**src/hw/pamux_defines.svh**
```systemverilog
// Constants for the port A upper-line pin multiplexer.
// Assumes a 32-bit AHB-Lite slave with word-aligned registers.
// Functional notes
// - After reset line four is a digital input with its driver off.
// - An enabled compare unit five output drives line four ahead of the latch.
// - An enabled SR latch true output drives line four ahead of compare five and the latch.
// - With direction input, line four feeds the capture input through a Schmitt buffer.
// - With direction input, line four also feeds the timer zero external clock.
// - Line five's digital input reads zero while its analog select is set.
// - With direction output, line five drives its latch, or an enabled SR latch inverted or comparator two output, whatever its analog select.
// - With direction input and analog off, line five gives the serial one slave select.
// - Line six is plain I/O only in internal oscillator mode without clock out.
// - In RC mode line six drives a clock at a quarter of the oscillator input rate.
// - In external oscillator modes line seven's digital output and input are off.
// - Unimplemented register bits read as zero.
// - With several outputs enabled on one pin, the highest priority one wins.
// - The direction register controls the drivers even on analog pins.
// - After reset lines five and zero to three are analog and read zero.
`ifndef PAMUX_DEFINES_SVH
`define PAMUX_DEFINES_SVH
`define PAMUX_OFF_PINS 8'h00
`define PAMUX_OFF_LATCH 8'h04
`define PAMUX_OFF_DIR 8'h08
`define PAMUX_OFF_ANSEL 8'h0C
`define PAMUX_OFF_SLEW 8'h10
`define PAMUX_OFF_MODE 8'h14
`define PAMUX_RST_DIR 8'hFF
`define PAMUX_RST_ANSEL 8'h2F
`define PAMUX_RST_LATCH 8'h00
`define PAMUX_RST_SLEW 8'h00
`define PAMUX_RST_MODE 8'h00
`define PAMUX_ANSEL_MASK 8'h2F
`define PAMUX_SLEW_MASK 8'h1F
`define PAMUX_MODE_MASK 8'h1F
`define PAMUX_MODE_OSC_LSB 0
`define PAMUX_MODE_CLOCK_OUT_FUNCTION_BIT 2
`define PAMUX_MODE_CCP_BIT 3
`define PAMUX_MODE_SRQ_BIT 4
`define PAMUX_CLKDIV_MAX 2'h3
`define PAMUX_CLKDIV_HALF 2'h1
`endif

```
**src/hw/pamux_pkg.sv**
```systemverilog
// Types for the port A upper-line pin multiplexer.
// Assumes pamux_defines.svh is on the include path.
package pamux_pkg;
    typedef enum logic [1:0] {PAMUX_OSC_INT, PAMUX_OSC_RC, PAMUX_OSC_XTAL, PAMUX_OSC_EXT} pamux_osc_t;
    typedef struct packed {
        logic [7:0] latch;
        logic [7:0] dir;
        logic [7:0] ansel;
        logic [1:0] osc;
        logic clock_out_function_en;
        logic ccp_en;
        logic srq_en;
    } pamux_cfg_t;
    typedef struct packed {
        logic ccp_out;
        logic sr_latch_true_out;
        logic sr_latch_inverted_out;
        logic comparator_one_output;
        logic comparator_two_output;
        logic sr_latch_inverted_out_en;
        logic c1oe;
        logic c2oe;
    } pamux_periph_t;
endpackage : pamux_pkg

```
**src/hw/pamux_ahb.sv**
```systemverilog
// AHB-Lite slave front end: captures the address phase.
// Assumes a single slave, word transfers; the top adds one wait state to reads.
`timescale 1ns/1ns
module pamux_ahb
    import pamux_pkg::*;
(
    input wire logic clk,
    input wire logic rst_b,
    input wire logic hsel,
    input wire logic [1:0] htrans,
    input wire logic hwrite,
    input wire logic hready,
    input wire logic [7:0] haddr,
    output logic wr_pend,
    output logic rd_pend,
    output logic [7:0] addr_q
);
    always_ff @(posedge clk or negedge rst_b)
    begin
        if (!rst_b)
        begin
            wr_pend <= 1'b0;
            rd_pend <= 1'b0;
            addr_q <= 8'h00;
        end
        else if (hready)
        begin
            wr_pend <= hsel && htrans[1] && hwrite;
            rd_pend <= hsel && htrans[1] && !hwrite;
            addr_q <= haddr;
        end
    end
endmodule : pamux_ahb

```
**src/hw/pamux_clkdiv.sv**
```systemverilog
// Quarter-rate clock out generator for line six.
// Assumes the oscillator input rate is the block clock.
`timescale 1ns/1ns
module pamux_clkdiv
    import pamux_pkg::*;
(
    input wire logic clk,
    input wire logic rst_b,
    output logic clk_q
);
`include "pamux_defines.svh"
    logic [1:0] cnt;
    always_ff @(posedge clk or negedge rst_b)
    begin
        if (!rst_b)
            cnt <= 2'h0;
        else
            cnt <= (cnt == `PAMUX_CLKDIV_MAX) ? 2'h0 : cnt + 2'h1;
    end
    assign clk_q = (cnt > `PAMUX_CLKDIV_HALF);
endmodule : pamux_clkdiv

```
**src/hw/pamux_top.sv**
```systemverilog
// Port A upper lines four to seven: pin mux, direction, analog select, registers.
// Assumes pin inputs are already synchronous to REF_CLK and AHB-Lite as sole master.
//
// Chosen here: the placing of the registers and the AHB-Lite interface to the registers.
`timescale 1ns/1ns
module pamux_top
    import pamux_pkg::*;
(
    input wire logic REF_CLK,
    input wire logic RST_B,
    input wire logic HSEL,
    input wire logic [31:0] HADDR,
    input wire logic [1:0] HTRANS,
    input wire logic HWRITE,
    input wire logic [2:0] HSIZE,
    input wire logic [31:0] HWDATA,
    input wire logic HREADY,
    output logic [31:0] HRDATA,
    output logic HREADYOUT,
    output logic HRESP,
    input wire logic [7:0] PIN_IN,
    output logic [7:0] PIN_OUT,
    output logic [7:0] PIN_OE,
    input wire logic [7:0] PERIPH_IN,
    output logic CAPTURE_IN,
    output logic TIMER_ZERO_EXT_CLOCK,
    output logic SERIAL_ONE_SLAVE_SELECT
);
`include "pamux_defines.svh"
    pamux_cfg_t cfg;
    pamux_periph_t per;
    logic [7:0] slew;
    logic [7:0] pins;
    logic wr_pend;
    logic rd_pend;
    logic [7:0] addr_q;
    logic clk_q;
    logic [7:0] next_out;
    logic [7:0] next_oe;
    logic [7:0] dig_in_en;
    logic [7:0] rd_val;
    logic [7:0] mode_rd;
    logic int_osc;
    logic rc_mode;
    logic ext_osc;
    logic [7:0] latch;
    logic [7:0] dir;
    logic [7:0] ansel;
    logic [1:0] osc;
    logic clock_out_function_en;
    logic ccp_en;
    logic srq_en;
    logic rd_start;

    function automatic logic [7:0] wr_field(input logic [31:0] d, input logic [7:0] mask);
        wr_field = d[7:0] & mask;
    endfunction : wr_field

    function automatic logic wr_hit(input logic [7:0] off);
        wr_hit = wr_pend && (addr_q == off);
    endfunction : wr_hit

    function automatic logic gate_in(input logic en, input logic lvl, input logic idle);
        gate_in = en ? lvl : idle;
    endfunction : gate_in

    assign per = pamux_periph_t'(PERIPH_IN);
    assign int_osc = (pamux_osc_t'(cfg.osc) == PAMUX_OSC_INT);
    assign rc_mode = (pamux_osc_t'(cfg.osc) == PAMUX_OSC_RC);
    assign ext_osc = !int_osc && !rc_mode;
    assign cfg = {latch, dir, ansel, osc, clock_out_function_en, ccp_en, srq_en};
    // Read address phase accepted this edge
    assign rd_start = HSEL && HTRANS[1] && !HWRITE && HREADY;
    assign mode_rd = {3'h0, cfg.srq_en, cfg.ccp_en, cfg.clock_out_function_en, cfg.osc};

    pamux_ahb u_ahb (
        .clk(REF_CLK),
        .rst_b(RST_B),
        .hsel(HSEL),
        .htrans(HTRANS),
        .hwrite(HWRITE),
        .hready(HREADY),
        .haddr(HADDR[7:0]),
        .wr_pend(wr_pend),
        .rd_pend(rd_pend),
        .addr_q(addr_q)
    );

    pamux_clkdiv u_div (
        .clk(REF_CLK),
        .rst_b(RST_B),
        .clk_q(clk_q)
    );

    // Output latch, written through both the pin and latch offsets
    // Writing pins lands in the latch; read-modify-write through the latch offset never copies pin levels
    always_ff @(posedge REF_CLK or negedge RST_B)
    begin
        if (!RST_B)
            latch <= `PAMUX_RST_LATCH;
        else if (wr_hit(`PAMUX_OFF_PINS) || wr_hit(`PAMUX_OFF_LATCH))
            latch <= HWDATA[7:0];
    end

    // Direction register
    // All lines start as inputs so analog pins come up undriven
    always_ff @(posedge REF_CLK or negedge RST_B)
    begin
        if (!RST_B)
            dir <= `PAMUX_RST_DIR;
        else if (wr_hit(`PAMUX_OFF_DIR))
            dir <= HWDATA[7:0];
    end

    always_ff @(posedge REF_CLK or negedge RST_B)
    begin
        if (!RST_B)
            ansel <= `PAMUX_RST_ANSEL;
        else if (wr_hit(`PAMUX_OFF_ANSEL))
            ansel <= wr_field(HWDATA, `PAMUX_ANSEL_MASK);
    end

    // Slew bits stored only; no pad behaviour here
    always_ff @(posedge REF_CLK or negedge RST_B)
    begin
        if (!RST_B)
            slew <= `PAMUX_RST_SLEW;
        else if (wr_hit(`PAMUX_OFF_SLEW))
            slew <= wr_field(HWDATA, `PAMUX_SLEW_MASK);
    end

    // Mode fields; lines zero to three ignore them
    always_ff @(posedge REF_CLK or negedge RST_B)
    begin
        if (!RST_B)
        begin
            osc <= 2'h0;
            clock_out_function_en <= 1'b0;
            ccp_en <= 1'b0;
            srq_en <= 1'b0;
        end
        else if (wr_hit(`PAMUX_OFF_MODE))
        begin
            osc <= HWDATA[`PAMUX_MODE_OSC_LSB +: 2];
            clock_out_function_en <= HWDATA[`PAMUX_MODE_CLOCK_OUT_FUNCTION_BIT];
            ccp_en <= HWDATA[`PAMUX_MODE_CCP_BIT];
            srq_en <= HWDATA[`PAMUX_MODE_SRQ_BIT];
        end
    end

    // Output selection and enables
    always_comb
    begin
        next_out = cfg.latch;
        // Direction rules drivers, analog or not
        next_oe = ~cfg.dir;
        if (cfg.srq_en)
            next_out[4] = per.sr_latch_true_out;
        else if (per.c1oe)
            next_out[4] = per.comparator_one_output;
        else if (cfg.ccp_en)
            next_out[4] = per.ccp_out;
        if (per.sr_latch_inverted_out_en)
            next_out[5] = per.sr_latch_inverted_out;
        else if (per.c2oe)
            next_out[5] = per.comparator_two_output;
        // Quarter rate clock out in RC mode
        if (rc_mode || (int_osc && cfg.clock_out_function_en))
        begin
            next_out[6] = clk_q;
            next_oe[6] = 1'b1;
        end
        // Line six plain I/O only internal no clock out
        else if (!int_osc)
            next_oe[6] = 1'b0;
        if (ext_osc)
            next_oe[7] = 1'b0;
    end

    // Digital input enables
    always_comb
    begin
        dig_in_en = ~cfg.ansel;
        // Line six input only as plain I/O
        if (!int_osc || cfg.clock_out_function_en)
            dig_in_en[6] = 1'b0;
        if (ext_osc)
            dig_in_en[7] = 1'b0;
    end

    // Pin drive
    always_ff @(posedge REF_CLK or negedge RST_B)
    begin
        if (!RST_B)
        begin
            PIN_OUT <= 8'h00;
            PIN_OE <= 8'h00;
        end
        else
        begin
            PIN_OUT <= next_out;
            PIN_OE <= next_oe;
        end
    end

    // Sampled levels for the pin register
    always_ff @(posedge REF_CLK or negedge RST_B)
    begin
        if (!RST_B)
            pins <= 8'h00;
        else
            pins <= PIN_IN & dig_in_en;
    end

    always_ff @(posedge REF_CLK or negedge RST_B)
    begin
        if (!RST_B)
            CAPTURE_IN <= 1'b0;
        else
            CAPTURE_IN <= gate_in(cfg.dir[4], PIN_IN[4], 1'b0);
    end

    always_ff @(posedge REF_CLK or negedge RST_B)
    begin
        if (!RST_B)
            TIMER_ZERO_EXT_CLOCK <= 1'b0;
        else
            TIMER_ZERO_EXT_CLOCK <= gate_in(cfg.dir[4], PIN_IN[4], 1'b0);
    end

    // Slave select from line five
    // Idles deselected so the serial port never sees a false select
    always_ff @(posedge REF_CLK or negedge RST_B)
    begin
        if (!RST_B)
            SERIAL_ONE_SLAVE_SELECT <= 1'b1;
        else
            SERIAL_ONE_SLAVE_SELECT <= gate_in(cfg.dir[5] && !cfg.ansel[5], PIN_IN[5], 1'b1);
    end

    // Read mux
    always_comb
    begin
        case (addr_q)
            `PAMUX_OFF_PINS: rd_val = pins;
            `PAMUX_OFF_LATCH: rd_val = cfg.latch;
            `PAMUX_OFF_DIR: rd_val = cfg.dir;
            `PAMUX_OFF_ANSEL: rd_val = cfg.ansel;
            `PAMUX_OFF_SLEW: rd_val = slew;
            `PAMUX_OFF_MODE: rd_val = mode_rd;
            default: rd_val = 8'h00;
        endcase
    end

    always_ff @(posedge REF_CLK or negedge RST_B)
    begin
        if (!RST_B)
            HRDATA <= 32'h0000_0000;
        else
            HRDATA <= {24'h00_0000, rd_val};
    end

    // One wait state on reads: registered read data then stands in the data phase
    // Costs a cycle per read, writes stay at zero wait
    always_ff @(posedge REF_CLK or negedge RST_B)
    begin
        if (!RST_B)
            HREADYOUT <= 1'b1;
        else
            HREADYOUT <= !rd_start;
    end

    // Always OKAY
    always_ff @(posedge REF_CLK or negedge RST_B)
    begin
        if (!RST_B)
            HRESP <= 1'b0;
        else
            HRESP <= 1'b0;
    end
endmodule : pamux_top

```
**config.mk**
```make
export PLATFORM = sky130hd
export DESIGN_NAME = pamux_top
export DESIGN_NICKNAME = d
export VERILOG_FILES = /design/src/hw/pamux_pkg.sv /design/src/hw/pamux_ahb.sv /design/src/hw/pamux_clkdiv.sv /design/src/hw/pamux_top.sv
export VERILOG_INCLUDE_DIRS = /design/src /design/src/hw
export SDC_FILE = /design/constraint.sdc
export NUM_CORES = 1
export LEC_CHECK = 0
export BUFFER_PORTS_ARGS = -buffer_cell sky130_fd_sc_hd__buf_4
export CORE_UTILIZATION = 48
export DETAILED_ROUTE_END_ITERATION = 10
export PLACE_DENSITY_LB_ADDON = 0.08
export RECOVER_POWER = 25
export REMOVE_ABC_BUFFERS = 1
export SLEW_MARGIN = 20
export SYNTH_ARGS = -nofsm -noshare
export SYNTH_HDL_FRONTEND = slang
export SYNTH_HIERARCHICAL = 1
export SYNTH_SLANG_ARGS = --single-unit
```
**constraint.sdc**
```tcl
create_clock -name REF_CLK -period 2.3 [get_ports REF_CLK]
set_input_delay 0.115 -clock REF_CLK [delete_from_list [all_inputs] [get_ports REF_CLK]]
set_output_delay 0.115 -clock REF_CLK [all_outputs]
set_load 0.02 [all_outputs]
```
* After elaboration in Yosys (flattened, before gate mapping)
Index checks and enable logic that the tools add are counted.
** Word-level totals
- Word-level logic and storage cells :: 68
- Flip-flop bits (word level) :: 77
** Cells by class
- Multiplexer cells :: 15
- Equal/unequal tests :: 7
- $lt $le $gt $ge :: 1
- Bitwise gates (word level) :: 3
- Reduce and logical (&&, ||, !) cells :: 23
- Add/subtract/negate cells :: 1
** Operators with widths (count)
- $pmux W8 S6 :: 1
- $eq A8 B4 Y1 const B :: 2
- $eq A8 B5 Y1 const B :: 2
- $logic_and A1 B1 Y1 :: 13
- $mux W1 :: 13
- $and A8 B8 Y8 :: 1
- $eq A8 B3 Y1 const B :: 1
- $logic_not A8 Y1 :: 1
- $not A6 Y8 :: 1
- $not A8 Y8 :: 1
- $logic_not A1 Y1 :: 5
- $logic_or A1 B1 Y1 :: 3
- $add A2 B1 Y2 const B :: 1
- $eq A2 B1 Y1 const B :: 1
- $eq A2 B2 Y1 const B :: 1
- $gt A2 B1 Y1 const B :: 1
- $logic_not A2 Y1 :: 1
- $mux W2 :: 1

* Logic depth before layout (Yosys ltp)
- Word-level depth :: 5
- Gate-level depth with buffers :: 5

* Hierarchy
Netlist, hierarchy kept.
** Modules (own cells, without submodules)
- pamux_top :: cells each 207, instances 1, area each 2881.5 um^2
- pamux_ahb :: cells each 25, instances 1, area each 406.6 um^2
- pamux_clkdiv :: cells each 8, instances 1, area each 100.1 um^2

* Worst setup path after synthesis
OpenSTA, ideal clock, no wires.
- Kind :: register to register
- Start :: register u_ahb.addr_q[5]
- End :: register dir[0]
- Data required time :: 2.218 ns
- Slack :: 0.346 ns
- Stages on the path, launching flop included :: 5
- Arrival :: 1.871 ns
- Path through :: dfrtp_1 -> or4_1 -> buf_2 -> nor4_4 -> mux2_2
** Between the ends
- Word-level cells in the longest chain between the ends :: 2
** Ends and longest elaborated chain
- from (decl) :: RTL line pamux_ahb.sv:16 : output logic [7:0] addr_q
- from (signal assigned) :: RTL line pamux_ahb.sv:30 : addr_q <= haddr;
- $eq A8 B4 Y1 :: RTL line pamux_top.sv:60 : wr_hit = wr_pend && (addr_q == off);
- $logic_and A1 B1 Y1 :: RTL line pamux_top.sv:60
- to (signal assigned) :: RTL line pamux_top.sv:110 : dir <= `PAMUX_RST_DIR;
- to (signal assigned) :: RTL line pamux_top.sv:112 : dir <= HWDATA[7:0];
- to (decl) :: RTL line pamux_top.sv:47 : logic [7:0] dir;
No other way between the ends.
A chain may end at the register's enable or synchronous reset.

* Final worst setup path
- Start :: register u_ahb.addr_q[5]
- End :: register ansel[2]
** Between the ends
- Word-level cells in the longest chain between the ends :: 2
** Ends and longest elaborated chain
- $eq A8 B4 Y1 :: RTL line pamux_top.sv:60
- $logic_and A1 B1 Y1 :: RTL line pamux_top.sv:60
- to (signal assigned) :: RTL line pamux_top.sv:118 : ansel <= `PAMUX_RST_ANSEL;
- to (signal assigned) :: RTL line pamux_top.sv:120 : ansel <= wr_field(HWDATA, `PAMUX_ANSEL_MASK);
- to (decl) :: RTL line pamux_top.sv:48 : logic [7:0] ansel;
No other way between the ends.

==> out/qor.txt <==
Unrepaired setup endpoints after global routing - no
Critical Setup Path Class - reg -> reg
Clk root buf - clkbuf_8
Worst slew pin tran - 949 ps
Worst vdd ir - 0.000308 V
Pre-Repair DR Iteration Count - 4
Initial antenna violation count - 0
Crit end category - flip-flop
Clock slew at reported path FFs - 80 ps
Synth warn - 6
Post-route antenna net violation count - 0
H-Tree Depth - 3
Cts repair resizes - 0
Pwr dens - 649 nW/um^2
Area growth from synthesis to layout - 25.1%
Hold Path Class - in -> reg
DRC errors left - 0
CP Cell Sequence - or4_1 > nor4_4 > buf_4 > mux2_2
Setup crit start kind - flip-flop
GRT Total Usage - 18.5%
TritonCTS clock tree - built
Min Tclk post-route - 2110 ps
Slew Viols, Final - 0
Commonest non-fill, non-tap cell in the layout - dfrtp_1
Clock Latency Late Sink - 350 ps
CP bufs+invs - 1
Post-Synthesis Cells - 236
Clk_skew - 8.57 ps
Endpoints failing hold - 0
Leak Pwr - 1.92 nW
WL/cell - 14.7 um
Routability cong. - 0.721
Boundary pin count - 143
First-pass GRT wire length - 10100 um
Total gr overflow - 0
Die Span Y - 85.5 um
Detailed-route via count - 2044
Most frequent cells in the layout - dfrtp_1, buf_4, mux2_2
Sink Count - 77
Core Region - 6760 um^2
Final Total Pwr - 0.00272 W
Die Width - 85.5 um
Required time of the critical path - 2570 ps
Status - completed
Slew headroom - 36.7%
Slowest Stage Delay on Critical Path - 760 ps
Area of the mapped netlist - 3350 um^2
Crit path arrival time - 2380 ps
Achievable Freq - 0.474 GHz
# port buffers - 65
DPL Wire Length - 4030 um
ANT cells - 0
Final setup vio count - 0
CTS Buf Count - 9
Crit-path slowest cell - or4_1
DR iter-0 viols - 91
Pin count of the biggest net entering global routing - 78
NumNets Final - 427
Layout cell share with drive strength beyond 1 - 40.0%
Crit-path max FO - 6
Max_cap viols - 0
Post-route setup TNS - 0 ps
Top Family by Delay on Critical Path - simple AND/OR/NAND/NOR gates
Number of placement rows - 30
Period utilization - 91.6%
Vias in the first global route - 2002
Die ar. - 7310 um^2
Final WL - 6170 um
Mean Syn Cell Area - 14.2 um^2
Vias per cell - 4.87
Starting Density - 49.5%
Clock Path Buffers - 2
==> final cells by class <==
cell class / count / area (um^2)
fill: 568 / 2570
sequential: 77 / 1950
multi-input combinational: 141 / 1220
timing repair buffer: 97 / 722
clock buffer: 14 / 153
tap: 80 / 100
inverter: 9 / 33.8
clock inverter: 2 / 10.0
==> state kept, by name (all words and copies together) (netlist names) <==
| signal | count |
|---|---|
| HRDATA | 8 |
| HREADYOUT | 1 |
| PIN_OE | 8 |
| PIN_OUT | 8 |
| SERIAL_ONE_SLAVE_SELECT | 1 |
| TIMER_ZERO_EXT_CLOCK | 1 |
| ansel | 5 |
| ccp_en | 1 |
| clock_out_function_en | 1 |
| dir | 8 |
| latch | 8 |
| osc | 2 |
| pins | 8 |
| slew | 5 |
| srq_en | 1 |
| u_ahb/addr_q | 8 |
| u_ahb/wr_pend | 1 |
| u_div/cnt | 2 |
==> routing by layer <==
metal  global-route usage (%)  vias to the layer above  part of all wire (%)
li1                         -                      956                     -
met1                     25.5                     1014                    47
met2                     27.9                       65                    47
met3                     4.38                        9                   4.5
met4                     8.64                        0                   1.7
met5                        0                        -                     0
==> final timing paths <==
path | from | end | slack [ps] | cells past startpoint
worst max-delay path | u_ahb/addr_q[5] | ansel[2] | 190 | 4
worst min-delay path | HWDATA[6] | latch[6] | 10 | 2
worst max register to register | u_ahb/addr_q[5] | ansel[2] | 190 | 4
worst min register to register | latch[2] | PIN_OUT[2] | 400 | 0
max in group asynchronous | RST_B | slew[3] | 1220 | 2
min in group asynchronous | RST_B | u_div/cnt[0] | 470 | 2
==> power by group <==
| part | leakage [nW] | internal, W | switching (W) | total [W] |
|---|---|---|---|---|
| registers | 0.936 | 0.00142 | 0.0000472 | 0.00147 |
| clock network | 0.0844 | 0.000420 | 0.000468 | 0.000889 |
| logic | 0.903 | 0.000174 | 0.000183 | 0.000357 |
==> per-stage QoR <==
step           worst slack [ps]  hold WS (ps)  utilization [%]  cells  cell area, um^2
3_3_place_gp                211           235             57.5    384             3880
2_1_floorplan               277          -181                -    227             3200
3_5_place_dp                200           238             57.5    384             3880
5_1_grt                    97.9         0.338             61.9    420             4190
4_1_cts                     183         0.456             62.8    420             4250
6_report                    192          11.5             61.9    420             4190
==> what timing repair did <==
item / 4_1_cts / 5_1_grt
hold buffers: 20 / 0
endpoints found under the hold margin: 81 / 0
setup buffers: 0 / 0
==> worst reg2reg max path: stages, from the launching register on <==
cell and delay (ps):
dfrtp_1 380, or4_1 760, nor4_4 360, buf_4 200
mux2_2 340
(Power assumes the default switching activity.)
